==> config.mk <==
export PLATFORM = sky130hd
export DESIGN_NAME = user_counter_group
export DESIGN_NICKNAME = d
export VERILOG_FILES = /design/src/core/uc_pkg.sv /design/src/core/user_counter_group.sv
export VERILOG_INCLUDE_DIRS = /design/src /design/src/core
export SDC_FILE = /design/constraint.sdc
export NUM_CORES = 1
export LEC_CHECK = 0
export BUFFER_PORTS_ARGS = -buffer_cell sky130_fd_sc_hd__buf_2
export CORE_UTILIZATION = 62
export DETAILED_ROUTE_END_ITERATION = 12
export PLACE_DENSITY = 0.91
export SYNTH_ARGS = -nofsm -noshare
export SYNTH_HDL_FRONTEND = slang
export SYNTH_SLANG_ARGS = --single-unit
==> constraint.sdc <==
create_clock -name SYS_CLK -period 4.8 [get_ports SYS_CLK]
set_input_delay 0.48 -clock SYS_CLK [delete_from_list [all_inputs] [get_ports SYS_CLK]]
set_output_delay 0.48 -clock SYS_CLK [all_outputs]
set_load 0.02 [all_outputs]
==> src/core/user_counter_consts.svh <==
`ifndef USER_COUNTER_CONSTS_SVH
`define USER_COUNTER_CONSTS_SVH
// Register word indices (byte address is four times the index)
`define IDX_DATA0 6'h18
`define IDX_DATA1 6'h1a
`define IDX_DATA2 6'h1c
`define IDX_CTRL  6'h1e
`define IDX_GCC0  6'h20
`define IDX_GCC1  6'h22
`define IDX_GCC2  6'h24
`define IDX_ICS   6'h26
// Control word fields
`define CW_SEL_LSB  6
`define CW_RW_LSB   4
`define CW_MODE_LSB 1
// Gate and clock control fields
`define GCC_CSRC_LSB  0
`define GCC_SWCLK_BIT 3
`define GCC_GSRC_LSB  4
`define GCC_GPOL_BIT  6
`define GCC_SWG_BIT   7
`define GCC_GSTAT_BIT 8
`define GCC_CSTAT_BIT 10
// Reset values
`define GCC_RST 8'h00
`define ICS_RST 2'h0
// Rates in kHz
`define SYS_CLK_KHZ  100000
`define ICLK_10M_KHZ 10000
`define ICLK_1M_KHZ  1000
`define ICLK_100K_KHZ 100
`define ICLK_10K_KHZ 10
`endif

==> src/core/uc_pkg.sv <==
package uc_pkg;
  typedef enum logic [1:0] {
    MODE_TERM    = 2'b00,
    MODE_ONESHOT = 2'b01,
    MODE_SQUARE  = 2'b11
  } cnt_mode_t;
  typedef enum logic [1:0] {
    RW_LATCH = 2'b00,
    RW_LSB   = 2'b01,
    RW_MSB   = 2'b10,
    RW_WORD  = 2'b11
  } rw_mode_t;
endpackage

==> src/core/user_counter_group.sv <==
// Functional notes
// - Mode 3 divides clock by loaded count
// - Single counter reaches 5 MHz output
// - Mode 1 one pulse, count clocks wide
// - One-shot pulse is always active low
// - Low-gate counter counts only while gate low, except mode 1
// - Counter one output gates counter two
// - Clock select 0x03 gives 10 kHz
// - Control 0x72 sets counter one mode 1
// - Control 0xb0 sets counter two mode 0
// - Data writes low byte then high byte
// - Gate clock control 0x00 restores defaults
// - 0x80 raises gate, 0x88 gives clock
// - 0x52 gates counter two from counter one
// - 0x81 selects internal clock source
// - Status shows gate bit 8, clock bit 10
// - Data reads return low then high byte
// - Gate polarity decides when counter runs
// - Previous counter order is 2, 0, 1
// - Clock select 0x00 gives 10 MHz
`timescale 1ns/10ps
`default_nettype none
`include "user_counter_consts.svh"
module user_counter_group
  import uc_pkg::*;
#(
  parameter int unsigned HALF_10M  = `SYS_CLK_KHZ / (2 * `ICLK_10M_KHZ),
  parameter int unsigned HALF_1M   = `SYS_CLK_KHZ / (2 * `ICLK_1M_KHZ),
  parameter int unsigned HALF_100K = `SYS_CLK_KHZ / (2 * `ICLK_100K_KHZ),
  parameter int unsigned HALF_10K  = `SYS_CLK_KHZ / (2 * `ICLK_10K_KHZ)
) (
  input  wire logic        SYS_CLK,
  input  wire logic        ARST_N,
  input  wire logic [5:0]  AVS_ADDRESS,
  input  wire logic        AVS_READ,
  input  wire logic        AVS_WRITE,
  input  wire logic [31:0] AVS_WRITEDATA,
  input  wire logic [3:0]  AVS_BYTEENABLE,
  output logic      [31:0] AVS_READDATA,
  output logic             AVS_WAITREQUEST,
  input  wire logic [2:0]  EXT_CLK,
  input  wire logic [2:0]  EXT_GATE,
  output logic      [2:0]  COUNTER_OUT
);

  logic        wait_reg;
  logic [31:0] rdata_reg;
  logic [31:0] rd_mux;
  logic [1:0]  ics_reg;
  logic [12:0] div_reg;
  logic [12:0] half_sel;
  logic        int_clk_reg;
  logic [2:0]  eclk_s1_reg, eclk_s2_reg;
  logic [2:0]  egate_s1_reg, egate_s2_reg;
  wire  logic  req    = AVS_READ | AVS_WRITE;
  wire  logic  acc    = req & ~wait_reg;
  wire  logic  wr_acc = AVS_WRITE & acc & AVS_BYTEENABLE[0];
  wire  logic  rd_acc = AVS_READ & acc;
  wire  logic  ics_wr = wr_acc & (AVS_ADDRESS == `IDX_ICS);
  wire  logic [7:0] wd = AVS_WRITEDATA[7:0];
  wire  logic [2:0] out_w;
  wire  logic [2:0] clk_lvl_w;
  wire  logic [2:0] gate_lvl_w;
  wire  logic [2:0][7:0] gcc_w;
  wire  logic [2:0][7:0] rd_byte_w;

  // One wait cycle per access; result stands at the edge waitrequest is low
  always_ff @(posedge SYS_CLK or negedge ARST_N) begin
    if (!ARST_N) begin
      wait_reg <= 1'b1;
    end else begin
      wait_reg <= ~(req & wait_reg);
    end
  end

  // Read mux, unmapped and write-only words read as zero
  always_comb begin
    rd_mux = 32'h0000_0000;
    if (AVS_ADDRESS == `IDX_DATA0) begin
      rd_mux = {24'h00_0000, rd_byte_w[0]};
    end else if (AVS_ADDRESS == `IDX_DATA1) begin
      rd_mux = {24'h00_0000, rd_byte_w[1]};
    end else if (AVS_ADDRESS == `IDX_DATA2) begin
      rd_mux = {24'h00_0000, rd_byte_w[2]};
    end else if (AVS_ADDRESS == `IDX_GCC0) begin
      rd_mux = {21'h0, clk_lvl_w[0], 1'b0, gate_lvl_w[0], gcc_w[0]};
    end else if (AVS_ADDRESS == `IDX_GCC1) begin
      rd_mux = {21'h0, clk_lvl_w[1], 1'b0, gate_lvl_w[1], gcc_w[1]};
    end else if (AVS_ADDRESS == `IDX_GCC2) begin
      rd_mux = {21'h0, clk_lvl_w[2], 1'b0, gate_lvl_w[2], gcc_w[2]};
    end else if (AVS_ADDRESS == `IDX_ICS) begin
      rd_mux = {30'h0, ics_reg};
    end
  end

  // Read data sampled in the wait cycle, held until the next read
  always_ff @(posedge SYS_CLK or negedge ARST_N) begin
    if (!ARST_N) begin
      rdata_reg <= 32'h0000_0000;
    end else if (AVS_READ & wait_reg) begin
      rdata_reg <= rd_mux;
    end
  end
  assign AVS_READDATA    = rdata_reg;
  assign AVS_WAITREQUEST = wait_reg;
  assign COUNTER_OUT     = out_w;

  // Internal clock select register
  always_ff @(posedge SYS_CLK or negedge ARST_N) begin
    if (!ARST_N) begin
      ics_reg <= `ICS_RST;
    end else if (ics_wr) begin
      ics_reg <= wd[1:0];
    end
  end

  // rate select; 10 MHz lets a count of 2 give 5 MHz
  always_comb begin
    case (ics_reg)
      2'h0:    half_sel = 13'(HALF_10M);
      2'h1:    half_sel = 13'(HALF_1M);
      2'h2:    half_sel = 13'(HALF_100K);
      default: half_sel = 13'(HALF_10K);
    endcase
  end

  // Divider restarts on a select write so the new rate begins cleanly
  always_ff @(posedge SYS_CLK or negedge ARST_N) begin
    if (!ARST_N) begin
      div_reg     <= 13'h0000;
      int_clk_reg <= 1'b0;
    end else if (ics_wr) begin
      div_reg <= 13'h0000;
    end else if (div_reg == half_sel - 13'h0001) begin
      div_reg     <= 13'h0000;
      int_clk_reg <= ~int_clk_reg;
    end else begin
      div_reg <= div_reg + 13'h0001;
    end
  end

  // Pin synchronisers
  always_ff @(posedge SYS_CLK or negedge ARST_N) begin
    if (!ARST_N) begin
      eclk_s1_reg  <= 3'h0;
      eclk_s2_reg  <= 3'h0;
      egate_s1_reg <= 3'h0;
      egate_s2_reg <= 3'h0;
    end else begin
      eclk_s1_reg  <= EXT_CLK;
      eclk_s2_reg  <= eclk_s1_reg;
      egate_s1_reg <= EXT_GATE;
      egate_s2_reg <= egate_s1_reg;
    end
  end

  genvar i;
  generate
    for (i = 0; i < 3; i++) begin : gen_cnt
      localparam int PREV = (i + 2) % 3;
      localparam logic [5:0] DIDX = `IDX_DATA0 + 6'(2 * i);
      localparam logic [5:0] GIDX = `IDX_GCC0 + 6'(2 * i);
      logic [7:0]  gcc_reg;
      logic [15:0] cnt_reg, reload_reg, latch_reg, hold_reg;
      cnt_mode_t   mode_reg;
      rw_mode_t    rw_reg;
      logic        out_reg, wr_hi_reg, rd_hi_reg, latched_reg;
      logic        cnt_ok_reg, load_pend_reg, trig_reg;
      logic        clk_prev_reg, gate_prev_reg;
      logic        clk_lvl, gate_lvl, gate_act;
      logic [16:0] half;
      wire logic [15:0] val = latched_reg ? latch_reg : cnt_reg;
      wire logic cw_sel = wr_acc & (AVS_ADDRESS == `IDX_CTRL)
                          & (wd[`CW_SEL_LSB+:2] == 2'(i));
      wire logic cw_hit  = cw_sel & (wd[`CW_RW_LSB+:2] != RW_LATCH);
      wire logic lat_hit = cw_sel & (wd[`CW_RW_LSB+:2] == RW_LATCH);
      wire logic dw_hit  = wr_acc & (AVS_ADDRESS == DIDX);
      wire logic dr_hit  = rd_acc & (AVS_ADDRESS == DIDX);
      wire logic wr_done = dw_hit & ((rw_reg != RW_WORD) | wr_hi_reg);
      wire logic clk_ev  = clk_lvl & ~clk_prev_reg;
      wire logic g_rise  = gate_act & ~gate_prev_reg;

      // clock source; previous counter feeds the next one
      always_comb begin
        case (gcc_reg[`GCC_CSRC_LSB+:2])
          2'h0:    clk_lvl = gcc_reg[`GCC_SWCLK_BIT];
          2'h1:    clk_lvl = int_clk_reg;
          2'h2:    clk_lvl = eclk_s2_reg[i];
          default: clk_lvl = out_w[PREV];
        endcase
        case (gcc_reg[`GCC_GSRC_LSB+:2])
          2'h1:    gate_lvl = out_w[PREV];
          2'h2:    gate_lvl = egate_s2_reg[i];
          default: gate_lvl = gcc_reg[`GCC_SWG_BIT];
        endcase
        gate_act = gcc_reg[`GCC_GPOL_BIT] ? ~gate_lvl : gate_lvl;
        half = (reload_reg == 16'h0000) ? 17'h0_8000 : {2'b00, reload_reg[15:1]};
      end
      assign out_w[i]      = out_reg;
      assign clk_lvl_w[i]  = clk_lvl;
      assign gate_lvl_w[i] = gate_lvl;
      assign gcc_w[i]      = gcc_reg;
      // high byte comes from the copy taken at the low byte read
      assign rd_byte_w[i]  = (rw_reg == RW_MSB) ? val[15:8] :
                             (rw_reg == RW_WORD && rd_hi_reg) ? hold_reg[7:0] : val[7:0];

      // gate and clock control, 0x00 is the idle setting
      always_ff @(posedge SYS_CLK or negedge ARST_N) begin
        if (!ARST_N) begin
          gcc_reg       <= `GCC_RST;
          clk_prev_reg  <= 1'b0;
          gate_prev_reg <= 1'b0;
        end else begin
          if (wr_acc & (AVS_ADDRESS == GIDX)) begin
            gcc_reg <= wd;
          end
          clk_prev_reg  <= clk_lvl;
          gate_prev_reg <= gate_act;
        end
      end

      // Counting core; control word beats data write beats clock edge
      always_ff @(posedge SYS_CLK or negedge ARST_N) begin
        if (!ARST_N) begin
          mode_reg      <= MODE_TERM;
          rw_reg        <= RW_WORD;
          cnt_reg       <= 16'h0000;
          reload_reg    <= 16'h0000;
          wr_hi_reg     <= 1'b0;
          cnt_ok_reg    <= 1'b0;
          load_pend_reg <= 1'b0;
          trig_reg      <= 1'b0;
          out_reg       <= 1'b1;
        end else begin
          if (cw_hit) begin
            // mode and byte order; bit 3 of mode is a don't care
            case (wd[`CW_MODE_LSB+:2])
              2'b01:   mode_reg <= MODE_ONESHOT;
              2'b11:   mode_reg <= MODE_SQUARE;
              default: mode_reg <= MODE_TERM;
            endcase
            rw_reg        <= rw_mode_t'(wd[`CW_RW_LSB+:2]);
            out_reg       <= (wd[`CW_MODE_LSB+:2] == 2'b01) | (wd[`CW_MODE_LSB+:2] == 2'b11);
            wr_hi_reg     <= 1'b0;
            cnt_ok_reg    <= 1'b0;
            load_pend_reg <= 1'b0;
            trig_reg      <= 1'b0;
          end else if (dw_hit) begin
            // low byte first in word order
            if (rw_reg == RW_MSB || (rw_reg == RW_WORD && wr_hi_reg)) begin
              reload_reg[15:8] <= wd;
            end else begin
              reload_reg[7:0] <= wd;
            end
            wr_hi_reg <= (rw_reg == RW_WORD) & ~wr_hi_reg;
            if (wr_done) begin
              cnt_ok_reg    <= 1'b1;
              load_pend_reg <= 1'b1;
              if (mode_reg == MODE_TERM) begin
                out_reg <= 1'b0;
              end
            end
          end else if (clk_ev & cnt_ok_reg) begin
            case (mode_reg)
              MODE_ONESHOT: begin
                // low from the trigger edge for count clocks
                if (trig_reg) begin
                  cnt_reg  <= reload_reg;
                  out_reg  <= 1'b0;
                  trig_reg <= 1'b0;
                end else if (!out_reg) begin
                  cnt_reg <= cnt_reg - 16'h0001;
                  out_reg <= (cnt_reg == 16'h0001);
                end
              end
              MODE_SQUARE: begin
                // reload every count clocks, high for the upper half
                if (!gate_act) begin
                  out_reg       <= 1'b1;
                  load_pend_reg <= 1'b1;
                end else if (load_pend_reg || cnt_reg == 16'h0001) begin
                  cnt_reg       <= reload_reg;
                  out_reg       <= 1'b1;
                  load_pend_reg <= 1'b0;
                end else begin
                  cnt_reg <= cnt_reg - 16'h0001;
                  out_reg <= ({1'b0, cnt_reg} - 17'h0_0001) > half;
                end
              end
              default: begin
                // first edge loads, then counts only while enabled
                if (load_pend_reg) begin
                  cnt_reg       <= reload_reg;
                  load_pend_reg <= 1'b0;
                end else if (gate_act) begin
                  cnt_reg <= cnt_reg - 16'h0001;
                  if (cnt_reg == 16'h0001) begin
                    out_reg <= 1'b1;
                  end
                end
              end
            endcase
          end
          // trigger is kept even when it meets a firing edge
          if (g_rise & (mode_reg == MODE_ONESHOT) & ~cw_hit) begin
            trig_reg <= 1'b1;
          end
        end
      end

      // read side: latch command and byte pairing of reads
      always_ff @(posedge SYS_CLK or negedge ARST_N) begin
        if (!ARST_N) begin
          latched_reg <= 1'b0;
          latch_reg   <= 16'h0000;
          hold_reg    <= 16'h0000;
          rd_hi_reg   <= 1'b0;
        end else if (cw_hit) begin
          latched_reg <= 1'b0;
          rd_hi_reg   <= 1'b0;
        end else if (lat_hit & ~latched_reg) begin
          latched_reg <= 1'b1;
          latch_reg   <= cnt_reg;
        end else if (dr_hit) begin
          if (rw_reg == RW_WORD && !rd_hi_reg) begin
            rd_hi_reg <= 1'b1;
            hold_reg  <= {8'h00, val[15:8]};
          end else begin
            rd_hi_reg   <= 1'b0;
            latched_reg <= 1'b0;
          end
        end
      end

    end
  endgenerate

  // Helper for the rate checks: cycles between internal clock changes
  logic [13:0] gap_reg;
  logic        gap_ok_reg, int_prev_reg;
  always_ff @(posedge SYS_CLK or negedge ARST_N) begin
    if (!ARST_N) begin
      gap_reg      <= 14'h0000;
      gap_ok_reg   <= 1'b0;
      int_prev_reg <= 1'b0;
    end else begin
      int_prev_reg <= int_clk_reg;
      if (ics_wr) begin
        gap_ok_reg <= 1'b0;
        gap_reg    <= 14'h0001;
      end else if (int_clk_reg != int_prev_reg) begin
        gap_ok_reg <= 1'b1;
        gap_reg    <= 14'h0001;
      end else begin
        gap_reg <= gap_reg + 14'h0001;
      end
    end
  end
endmodule
`default_nettype wire

Word level (Yosys, flattened, before mapping)
Index checks and enable logic that the tools add are counted.

Bits of input ports: 52. Output and inout port bits: 36. Logic and storage cells: 491. Register bits after elaboration: 292.

Bitwise logic cells: 86. Reductions and logical operators: 95. Magnitude comparators: 3. Add/sub/neg operators: 8. Equal/unequal tests: 75. Muxes and demuxes: 164.

Operators by type and width (number): 16-bit two-way mux (24); 1-bit two-way mux (108); 16-bit case mux with 2 select lines (3); 11-bit two-way mux (6); 17-bit by 16-bit greater-than comparator with 1-bit output (3); 16-bit by 1-bit subtractor with 17-bit output (second input constant) (3); 1-bit AND (50); 16-bit by 1-bit == test with 1-bit output (second input constant) (3); 16-bit logical NOT (3); 8-bit two-way mux (6); 16-bit by 1-bit subtractor with 16-bit output (second input constant) (3); 3-bit nonzero test (15); 13-bit case mux with 3 select lines (1); 2-bit == test (second input constant) (18); 6-bit AND reduction (6); 1-bit inverter (31); 5-bit nonzero test (6); 3-bit by 2-bit != test with 1-bit output (second input constant) (9); 3-bit != test (second input constant) (9); 3-bit AND reduction (9); 13-bit two-way mux (2); 2-bit AND reduction (13); 2-bit by 1-bit == test with 1-bit output (second input constant) (12); 6-bit by 5-bit == test with 1-bit output (second input constant) (4); 18 further kinds (84).

Longest topological paths before layout
Gate-level depths: netlist of the first run.

Depth after elaboration: 11. Depth in mapped cells: 14.

Worst setup path before layout of the first run
OpenSTA, ideal clock, no wires.

Path kind: register to register. Start: register gen_cnt[2].cnt_reg[0]. End: register gen_cnt[2].out_reg. Setup time: 85 ps. Arrival: 3278 ps. Period minus slack after synthesis: 3363 ps. Required time: 4715 ps. Cell stages (with the launch flop): 15. Path slack: 1437 ps. Cell sequence: dfrtp_1 > inv_1 > ha_1 > nor3b_1 > nand2_1 > or3_1 > xnor2_1 > ha_1 > a21o_1 > a21oi_1 > o21ai_0 > a2111oi_0 > a211oi_1 > a21oi_1 > o22ai_1.

Longest elaborated chain between the ends: 8. Elaborated cells on any way between the ends: 14. Classes of those cells: add/sub (1); order compare (1); eq/ne (1); mux (8); reduce/logical (3).

Ends and longest elaborated chain: from (decl) (line user_counter_group.sv:164) `logic [15:0] cnt_reg, reload_reg, latch_reg, hold_reg;`; from (signal assigned) (line user_counter_group.sv:268) `cnt_reg <= reload_reg;`; from (signal assigned) (line user_counter_group.sv:272) `cnt_reg <= cnt_reg - 16'h0001;`; from (signal assigned) (line user_counter_group.sv:282) `cnt_reg <= reload_reg;`; 16-bit by 1-bit subtractor with 17-bit output / 16-bit by 1-bit == test with 1-bit output (equally long branches); 17-bit by 16-bit greater-than comparator with 1-bit output / 1-bit logical OR (equally long branches) (line user_counter_group.sv:287, user_counter_group.sv:281); 1-bit two-way mux (line user_counter_group.sv:281) `end else if (load_pend_reg || cnt_reg == 16'h0001) begin`; 1-bit two-way mux (line user_counter_group.sv:278) `if (!gate_act) begin`; 1-bit case mux with 2 select lines (line user_counter_group.sv:264) `case (mode_reg)`; 1-bit two-way mux (line user_counter_group.sv:263) `end else if (clk_ev & cnt_ok_reg) begin`; 1-bit two-way mux (line user_counter_group.sv:248) `end else if (dw_hit) begin`; 1-bit two-way mux (line user_counter_group.sv:235) `if (cw_hit) begin`; to (signal assigned) (line user_counter_group.sv:243) `` out_reg <= (wd[`CW_MODE_LSB+:2] == 2'b01) | (wd[`CW_MODE_LSB+:2] == 2'b11); ``; to (signal assigned) (line user_counter_group.sv:273) `out_reg <= (cnt_reg == 16'h0001);`; to (signal assigned) (line user_counter_group.sv:287) `out_reg <= ({1'b0, cnt_reg} - 17'h0_0001) > half;`; to (decl) (line user_counter_group.sv:167) `logic out_reg, wr_hi_reg, rd_hi_reg, latched_reg;`.

Several ways; a longest one is shown, not always the timed one. The select of a mux whose other input is x is not followed. A chain may end at the register's enable or synchronous reset.

Worst setup path in the final report of the first run
Start: register gen_cnt[0].cnt_reg[0]. End: register gen_cnt[0].out_reg.

Longest elaborated chain between the ends: 8. Elaborated cells on any way between the ends: 14. Classes of those cells: add/sub (1); order compare (1); eq/ne (1); mux (8); reduce/logical (3).

Ends and longest elaborated chain (line): from (decl) (user_counter_group.sv:164); from (signal assigned) (user_counter_group.sv:268); from (signal assigned) (user_counter_group.sv:272); from (signal assigned) (user_counter_group.sv:282); 16-bit by 1-bit subtractor with 17-bit output / 16-bit by 1-bit == test with 1-bit output (equally long branches); 17-bit by 16-bit greater-than comparator with 1-bit output / 1-bit logical OR (equally long branches) (user_counter_group.sv:287, user_counter_group.sv:281); 1-bit two-way mux (user_counter_group.sv:281); 1-bit two-way mux (user_counter_group.sv:278); 1-bit case mux with 2 select lines (user_counter_group.sv:264); 1-bit two-way mux (user_counter_group.sv:263); 1-bit two-way mux (user_counter_group.sv:248); 1-bit two-way mux (user_counter_group.sv:235); to (signal assigned) (user_counter_group.sv:243); to (signal assigned) (user_counter_group.sv:273); to (signal assigned) (user_counter_group.sv:287); to (decl) (user_counter_group.sv:167).

Several ways; a longest one is shown, not always the timed one. The select of a mux whose other input is x is not followed.

==> results of run 1 <==
## worst min path at each step
stage	start	end
CTS	ARST_N	gen_cnt[2].reload_reg[0]
finish	ARST_N	gen_cnt[2].reload_reg[0]
global placement	eclk_s1_reg[1]	eclk_s2_reg[1]
floorplan	ARST_N	AVS_READDATA[0]
global route	EXT_GATE[1]	egate_s1_reg[1]
detailed placement	eclk_s1_reg[0]	eclk_s2_reg[0]
## Yosys cell counts, types with 19 or more instances
cell type  instances
mux2_2            58
ha_1              61
nor4_1            22
nand2_1          207
mux2i_1          101
mux2_1            19
nor2_1           123
nor3_1            25
clkbuf_1          68
xnor2_1           20
o21ai_0           98
o211ai_1          23
xor2_1            38
buf_4             27
dfrtp_1          260
inv_1             81
a21oi_1           67
nand3_1           30
o21ai_1           56
## metrics by stage
stage                     utilization  setup WS (ns)  std cells  hold slack (ns)
after detailed placement        0.639           1.13       1950            0.335
final                           0.679          0.811       2002          -0.0336
after CTS                       0.679          0.979       2002           0.0249
after global placement          0.639           1.25       1950            0.332
after global routing            0.679          0.706       2002           0.0233
after floorplan                     -           1.44       1685            0.184
## power by group
group	internal, uW	switching (uW)	total (uW)
sequential	2420	223	2640
clock	1440	912	2350
combinational	414	646	1060
## cell type report
type / count / share of cell area
Multi-Input combinational cell: 1220 / 0.484
Sequential cell: 270 / 0.398
Inverter: 81 / 0.0179
Clock inverter: 9 / 0.00876
Timing Repair Buffer: 49 / 0.0166
Tap cell: 330 / 0.0243
Clock buffer: 43 / 0.0505
## cell usage in the layout (no fill, tap or decap), types with 7 or more instances in the layout
cell type and count:
a211oi_1 13, or3_1 7, dfrtp_1 260, o21bai_1 7
o2bb2ai_1 13, buf_4 11, ha_1 61, xnor2_1 20
a21o_1 8, mux2_1 19, nand4_1 17, nor2b_1 7
nand2b_1 17, a21oi_1 67, o21ai_1 56, dfstp_2 10
conb_1 22, or2_2 8, nor3_1 25, clkbuf_8 8
nor3b_1 7, mux2i_1 101, a2111oi_0 7, buf_2 37
nand3_1 30, o31ai_1 12, nand2_1 207, mux2_2 58
nor2_1 122, and3_1 11, xor2_1 38, o21ai_0 98
clkbuf_16 29, nand3b_1 9, o211ai_1 23, inv_1 81
nor4_1 22
## cells by family after synthesis
group | after synthesis | synth area share
xor+xnor | 59 | 0.0336
flops | 270 | 0.429
compound gates | 364 | 0.144
buf+inv | 195 | 0.0553
simple gates | 532 | 0.166
mux | 181 | 0.123
other cells | 1 | 0.000238
fa+ha+maj | 62 | 0.0490
## per-layer routing
layer	vias up	share of wire	track usage
li1	5821	-	-
met1	6347	0.40	0.430
met2	627	0.47	0.521
met3	132	0.088	0.0550
met4	0	0.041	0.137
met5	-	0	0
==> results.yml, run 1 <==
yosys:
  yosys-top-cells-area: "dfrtp_1 (41%), mux2i_1 (6.4%), nand2_1 (4.9%)"
  synth-edff-count: 0
  synth-async-reset-ratio: 1.00
  synth_ff_type: "dfrtp_1"
  ys.warnings.count: 0
  syn_inst: 1664
  synth_top_area_share: 0.412
  syn_area_per_cell_um2: 9.48
  synth_cell_types: 88
  synth_area_um2: 15800
  ys_ff_latch: 270
  seq_area_frac_synth: 0.429
  yosysTopAreaCell: "dfrtp_1"
timing:
  setup_viol: 0
  max_slew.worst_pin.slew_ns: 1.12
  slew_headroom: 0.234
  skew_ns: 0.0114
  final-hold-violation-count: 9
  max_freq_mhz: 251
  period_needed_ns: 3.99
  holdWs_ns: -0.0336
  period_share: 0.831
  drv_slew: 0
  tns_ns: 0
  rsz0062_at_grt: "no"
cells_and_area:
  drive_gt1_frac: 0.123
  insertedDiodeCount: 0
  multiInputGateArea_um2: 8220
  n_fill_cell: 1839
  stdcell_area_um2: 17000
  regArea_um2: 6770
  area_growth_syn_to_layout_pct: 7.71
  final_nets: 1764
floorplanning:
  io_pins: 88
  core-area_um2: 25000
  fp.dieH_um: 162
  fp-row-count: 58
  die_x_um: 162
  initial_core_util: 0.630
  die-area_um2: 26100
clocking:
  cts-root-buf: "clkbuf_16"
  cts_tree: "built"
  worstSkewPairLatency_ns: 0.55
  cts_setup_buffers: 0
  clockBufferDepth: 3
  clk_pin_slew_worst_paths_ns: 0.06
  cts.htree.levels: 1
  cts_resized: 0
  clock-sinks: 270
  holdBufCountCts: 0
  cts_made_buffers: 29
setup_path:
  path_max_fanout: 9
  r2r_cells: 14
  worstSetupPathType: "reg2reg"
  crit_buf_inv: 1
  r2r_end: "gen_cnt[0].out_reg"
  r2r-start: "gen_cnt[0].cnt_reg[0]"
  r2r_setup_slack_ns: 0.81
  cpMaxStageDelayCell: "dfrtp_1"
  endpoint: "gen_cnt[0].out_reg"
  cp-start-kind: "register"
  path_depth: 14
  required_ns: 5.27
  cp-startpoint: "gen_cnt[0].cnt_reg[0]"
  cp_top_family: "simple AND/OR/NAND/NOR gates"
  path_cells: "inv_1 > ha_1 > nor3b_1 > nand2_1 > nor3_1 > xor2_1 > ha_1 > a21oi_1 > o32ai_1 > or2_2 > nor3_1 > a22oi_1 > a211oi_1 > a211oi_1"
  crit_path_end_kind: "register"
  cp_data_arrival_time_ns: 4.46
  slowest_delay_ns: 0.49
route:
  post_drt_wl_per_cell_um: 20.5
  drcViolationCount: 0
  route.vias.total: 12900
  antenna_left: 0
  wl_um: 41100
  drt_iter0_drc: 1165
  viasPerCell: 6.46
  firstDrtPassIters: 5
global_route:
  grt_first_pass_wirelength_um: 66900
  grt_max_degree: 107
  antenna_found_initial: 0
  first_global_vias: 12800
  grt_overflow: 0
  grt_usage: 0.322
run:
  max_cap_violations: 0
status:
  status: "complete, but fails checks"
  violations: "hold timing"
worst_hold_path:
  min_path_type: "in2async"
placed_design:
  io_buffers: 38
  hpwl_um: 28400
  post_dp_cell_area_um2: 16000
  gp_congestion: 0.958
pwr:
  leakagePower_uw: 0.00805
  powerDensity_nw_per_um2: 356
  total_power_uw: 6050
  ir_drop_mv: 0.348
Power figures use the tool's default switching activity.
==> run 2: changes to the inputs <==
--- a/config.mk
+++ b/config.mk
@@ -6,6 +6,7 @@
 export SDC_FILE = /design/constraint.sdc
 export NUM_CORES = 1
 export LEC_CHECK = 0
+export ABC_AREA = 1
 export BUFFER_PORTS_ARGS = -buffer_cell sky130_fd_sc_hd__buf_2
 export CORE_UTILIZATION = 62
 export DETAILED_ROUTE_END_ITERATION = 12
==> constraint.sdc (replaced) <==
create_clock -name SYS_CLK -period 4.19 [get_ports SYS_CLK]
set_input_delay 0.419 -clock SYS_CLK [delete_from_list [all_inputs] [get_ports SYS_CLK]]
set_output_delay 0.419 -clock SYS_CLK [all_outputs]
set_load 0.02 [all_outputs]
==> results.yml, run 2 <==
global_route:
  grt_overflow: 0
  first_global_vias: 14000
  grt_max_degree: 123
  grt_usage: 0.329
  grt_first_pass_wirelength_um: 69800
  antenna_found_initial: 0
placed_design:
  gp_congestion: 1.01
  preCtsSetupSlack_ns: 0.945
  hpwl_um: 30300
  io_buffers: 38
timing:
  drv_slew: 0
  period_share: 0.793
  max_freq_mhz: 301
  skew_ns: 0.0147
  final-hold-violation-count: 0
  setup_viol: 0
  setup_slack_ns: 0.867
  max_slew.worst_pin.slew_ns: 0.938
  period_needed_ns: 3.32
  rsz0062_at_grt: "no"
  slew_headroom: 0.370
  tns_ns: 0
floorplanning:
  fp-row-count: 58
  die_x_um: 164
  core-area_um2: 25500
  die-area_um2: 26900
  initial_core_util: 0.639
  io_pins: 88
  fp.dieH_um: 164
clocking:
  clk_pin_slew_worst_paths_ns: 0.07
  cts_resized: 0
  clockBufferDepth: 3
  cts_made_buffers: 28
  cts.htree.levels: 1
  clock-sinks: 270
  cts_tree: "built"
  cts-root-buf: "clkbuf_16"
  worstSkewPairLatency_ns: 0.56
yosys:
  synth_top_area_share: 0.400
  yosysTopAreaCell: "dfrtp_1"
  synth_ff_type: "dfrtp_1"
  syn_area_per_cell_um2: 7.80
  seq_area_frac_synth: 0.416
  syn_inst: 2085
  synth_cell_types: 68
  yosysMostFrequentCell: "nand2_1"
  yosys-top-cells-area: "dfrtp_1 (40%), nand2_1 (11%), o21ai_0 (8.8%)"
  ys.warnings.count: 0
  synth.cells.most_frequent: "nand2_1 (461), o21ai_0 (287), dfrtp_1 (260)"
  synth-async-reset-ratio: 1.00
  ys_ff_latch: 270
  synth-edff-count: 0
  synth_area_um2: 16300
cells_and_area:
  final_cell_mix: "nand2_1 (461), o21ai_0 (287), dfrtp_1 (260)"
  mostFrequentLayoutCell: "nand2_1"
  final_nets: 2207
  drive_gt1_frac: 0.0926
  insertedDiodeCount: 0
  area_growth_syn_to_layout_pct: 8.86
  n_fill_cell: 1870
route:
  antenna_left: 0
  drt_iter0_drc: 1905
  route.vias.total: 14900
  wl_um: 43100
  post_drt_wl_per_cell_um: 17.6
  wl_met2_um: 19900
  wl_met3_um: 4580
  viasPerCell: 6.07
  drcViolationCount: 0
  met1_length_um: 17000
  firstDrtPassIters: 6
  highest_layer: "met4"
setup_path:
  worstSetupPathType: "reg2reg"
  crit_path_end_kind: "register"
  required_ns: 4.63
  cpMaxStageDelayCell: "nor3_2"
  slowest_delay_ns: 0.67
  path_cells: "inv_2 > nand3_4 > inv_4 > nand2_2 > nor2_4 > nand2_1 > nor3_2 > inv_1 > nand4_2 > mux2_2"
  cp-start-kind: "register"
  path_max_fanout: 21
  cp_data_arrival_time_ns: 3.76
run:
  max_cap_violations: 0
worst_hold_path:
  min_path_type: "in2reg"
pwr:
  total_power_uw: 9250
  leakagePower_uw: 0.00819
  powerDensity_nw_per_um2: 522
  ir_drop_mv: 0.461
status:
  status: "complete, no violations"
-- run 2: repair_timing --
action                                 4_1_cts  5_1_grt
endpoints found under the hold margin       47        0
setup buffers                                0        0
hold buffers                                 7        0
-- run 2: cell families after synthesis --
group,count (synthesis),synth area share
buf+inv,363,0.0935
other cells,1,0.000231
xor+xnor,63,0.0348
simple gates,785,0.215
mux,7,0.00469
fa+ha+maj,61,0.0469
compound gates,535,0.189
flops,270,0.416
-- run 2: cell type report --
type	count	area, um^2	share of cell area
multi-input cells	1473	8060	0.455
flip-flops and latches	270	6770	0.382
inverters	267	1010	0.0569
clock buffers	40	836	0.0472
well taps	330	413	0.0233
repair buffers	54	350	0.0198
clock inverters	12	278	0.0157
-- run 2: worst paths after layout --
path                                 start                endpoint  slack [ns]  cells after the start
setup / recovery           AVS_WAITREQUEST  gen_cnt[2].hold_reg[7]        0.87                     10
hold / removal                    AVS_READ         AVS_WAITREQUEST        0.08                      2
setup reg to reg           AVS_WAITREQUEST  gen_cnt[2].hold_reg[7]        0.87                     10
hold reg to reg            egate_s1_reg[0]         egate_s2_reg[0]        0.35                      0
max in group asynchronous           ARST_N   gen_cnt[0].cnt_reg[9]        2.55                      3
min in group asynchronous           ARST_N              div_reg[8]        0.52                      2
-- run 2: critical path: cells and delay by family, from the launching register on --
kind | cells | cell delay [ns]
buffers and inverters | 3 | 0.78
AND/OR/NAND/NOR | 6 | 1.65
multiplexers | 1 | 0.38
flip-flops | 1 | 0.38
-- run 2: per-layer routing --
| metal | up-vias | global-route usage |
|---|---|---|
| li1 | 6904 | - |
| met1 | 6941 | 0.445 |
| met2 | 870 | 0.525 |
| met3 | 136 | 0.0578 |
| met4 | 0 | 0.132 |
| met5 | - | 0 |
-- run 2: power by group --
group          internal (uW)  leakage, uW  total [uW]  switching (uW)
Combinational           1020      0.00416        3010            1990
Sequential              2910      0.00348        3280             371
Clock                   1880     0.000541        2950            1070
-- run 2: stage by stage --
| step | hold WS (ns) | std cells | util | area (um^2) |
|---|---|---|---|---|
| after global routing | 0.0923 | 2446 | 0.695 | 17700 |
| after CTS | 0.0677 | 2446 | 0.695 | 17700 |
| after global placement | 0.333 | 2387 | 0.649 | 16500 |
| final | 0.0762 | 2446 | 0.695 | 17700 |
| after floorplan | 0.123 | 2106 | - | 16300 |
| after detailed placement | 0.335 | 2387 | 0.649 | 16500 |
==> run 3: changes to the inputs <==
--- a/config.mk
+++ b/config.mk
@@ -8,9 +8,9 @@
 export LEC_CHECK = 0
 export ABC_AREA = 1
 export BUFFER_PORTS_ARGS = -buffer_cell sky130_fd_sc_hd__buf_2
-export CORE_UTILIZATION = 62
+export CORE_UTILIZATION = 56
 export DETAILED_ROUTE_END_ITERATION = 12
-export PLACE_DENSITY = 0.91
+export PLACE_DENSITY = 0.87
 export SYNTH_ARGS = -nofsm -noshare
 export SYNTH_HDL_FRONTEND = slang
 export SYNTH_SLANG_ARGS = --single-unit
==> constraint.sdc (replaced) <==
create_clock -name SYS_CLK -period 2.9 [get_ports SYS_CLK]
set_input_delay 0.29 -clock SYS_CLK [delete_from_list [all_inputs] [get_ports SYS_CLK]]
set_output_delay 0.29 -clock SYS_CLK [all_outputs]
set_load 0.02 [all_outputs]
==> results.yml, run 3 (synthesized netlist as in run 2, its figures left out) <==
status:
  status: "complete, no violations"
timing:
  rsz0062_at_grt: "yes"
  max_freq_mhz: 357
  max_slew.worst_pin.slew_ns: 0.761
  slew_headroom: 0.489
  drv_slew: 0
  period_needed_ns: 2.80
  setup_viol: 0
  holdWs_ns: 0.0845
  final-hold-violation-count: 0
  skew_ns: 0.0257
  period_share: 0.966
route:
  route.vias.total: 15100
  antenna_left: 0
  firstDrtPassIters: 6
  wl_met2_um: 20100
  post_drt_wl_per_cell_um: 17.6
  met1_length_um: 18100
  drt_iter0_drc: 1657
  drcViolationCount: 0
  wl_met3_um: 4240
  highest_layer: "met4"
  wl_um: 44800
  viasPerCell: 5.90
setup_path:
  r2r_end: "gen_cnt[0].out_reg"
  r2r_cells: 17
  required_ns: 3.39
  crit_path_end_kind: "register"
  endpoint: "gen_cnt[0].out_reg"
  r2r-start: "gen_cnt[0].cnt_reg[2]"
  cp_data_arrival_time_ns: 3.29
  worstSetupPathType: "reg2reg"
  cp-startpoint: "gen_cnt[0].cnt_reg[2]"
  path_max_fanout: 4
  cp-start-kind: "register"
  r2r_setup_slack_ns: 0.1
cells_and_area:
  mostFrequentLayoutCell: "nand2_1"
  stdcell_count: 2550
  final_nets: 2256
  area_growth_syn_to_layout_pct: 12.1
  insertedDiodeCount: 0
  final_cell_mix: "nand2_1 (457), o21ai_0 (285), dfrtp_1 (257)"
  drive_gt1_frac: 0.127
placed_design:
  io_buffers: 38
  gp_congestion: 0.952
  hpwl_um: 31500
  post-place-cells: 2471
clocking:
  cts-root-buf: "clkbuf_16"
  cts_tree: "built"
  cts.htree.levels: 1
  clk_pin_slew_worst_paths_ns: 0.07
  clockBufferDepth: 3
  worstSkewPairLatency_ns: 0.58
  cts_made_buffers: 29
  clock-sinks: 270
global_route:
  grt_overflow: 0
  grt_max_degree: 82
  grt_usage: 0.307
  first_global_vias: 14300
  antenna_found_initial: 0
  grt_first_pass_wirelength_um: 71800
run:
  max_cap_violations: 0
worst_hold_path:
  min_path_type: "in2reg"
  hold_start: "AVS_WRITEDATA[1]"
floorplanning:
  die-area_um2: 29700
  fp-row-count: 62
  fp.dieH_um: 172
  io_pins: 88
  die_x_um: 172
  initial_core_util: 0.568
  core-area_um2: 28600
pwr:
  leakagePower_uw: 0.00839
  ir_drop_mv: 0.621
  powerDensity_nw_per_um2: 756
## run 3: metrics by stage
stage	setup TNS (ns)	setup slack, ns	cell area (um^2)	utilization	total power, uW
finish	0	0.0997	18200	0.637	13800
global route	-0.0797	-0.0600	18200	0.637	14600
CTS	0	0.00190	18000	0.629	13400
detailed placement	0	0.0444	16800	0.588	9230
global placement	0	0.0932	16800	0.588	9060
floorplan	0	0.271	16300	-	7890
## run 3: repair_timing
action / CTS / global route
gates resized for setup: 3 / 39
gates cloned: 0 / 0
endpoints found under the hold margin: 83 / 0
setup endpoints to repair: 1 / 3
setup buffers: 1 / 13
pin swaps: 1 / 10
hold buffers: 11 / 0
## run 3: how the worst min path moves through the flow
| stage | endpoint | slack, ns | cells after the start |
|---|---|---|---|
| 6_report | gen_cnt[1].mode_reg[0] | 0.08 | 3 |
| 5_1_grt | ics_reg[1] | 0.09 | 3 |
| 4_1_cts | gen_cnt[1].mode_reg[0] | 0.07 | 3 |
| 3_5_place_dp | div_reg[8] | 0.31 | 1 |
| 2_1_floorplan | AVS_READDATA[0] | -0.006 | 0 |
| 3_3_place_gp | div_reg[7] | 0.31 | 1 |
## run 3: critical path, cell delays in order, from the launching register on
cell and delay, ns:
dfrtp_1 0.38, buf_4 0.15, nor2_4 0.14, nand2_4 0.11, nor2_8 0.14, buf_4 0.15
nand2_4 0.06, o21ai_2 0.16, nand2_1 0.12, ha_1 0.32, nand2_1 0.09, nor4_2 0.23
o21ai_1 0.10, or3_1 0.31, nand2_1 0.07, nand2_1 0.05, nand2_1 0.07, a21oi_1 0.07
## run 3: metal layers
| metal | up-vias | global-route usage |
|---|---|---|
| li1 | 6993 | - |
| met1 | 7067 | 0.408 |
| met2 | 809 | 0.479 |
| met3 | 185 | 0.0625 |
| met4 | 0 | 0.152 |
| met5 | - | 0 |
## run 3: layout make-up
cell class | instances | area, um^2
Clock inverter | 19 | 279
Tap cell | 384 | 480
Multi-Input combinational cell | 1473 | 8190
Clock buffer | 35 | 778
Fill cell | 2267 | 10400
Inverter | 267 | 1010
Sequential cell | 270 | 6770
Timing Repair Buffer | 102 | 733
## run 3: report_power, final
part	switching (uW)	internal, uW
registers	504	4210
logic	3160	1810
clock network	1630	2460
total	5290	8490
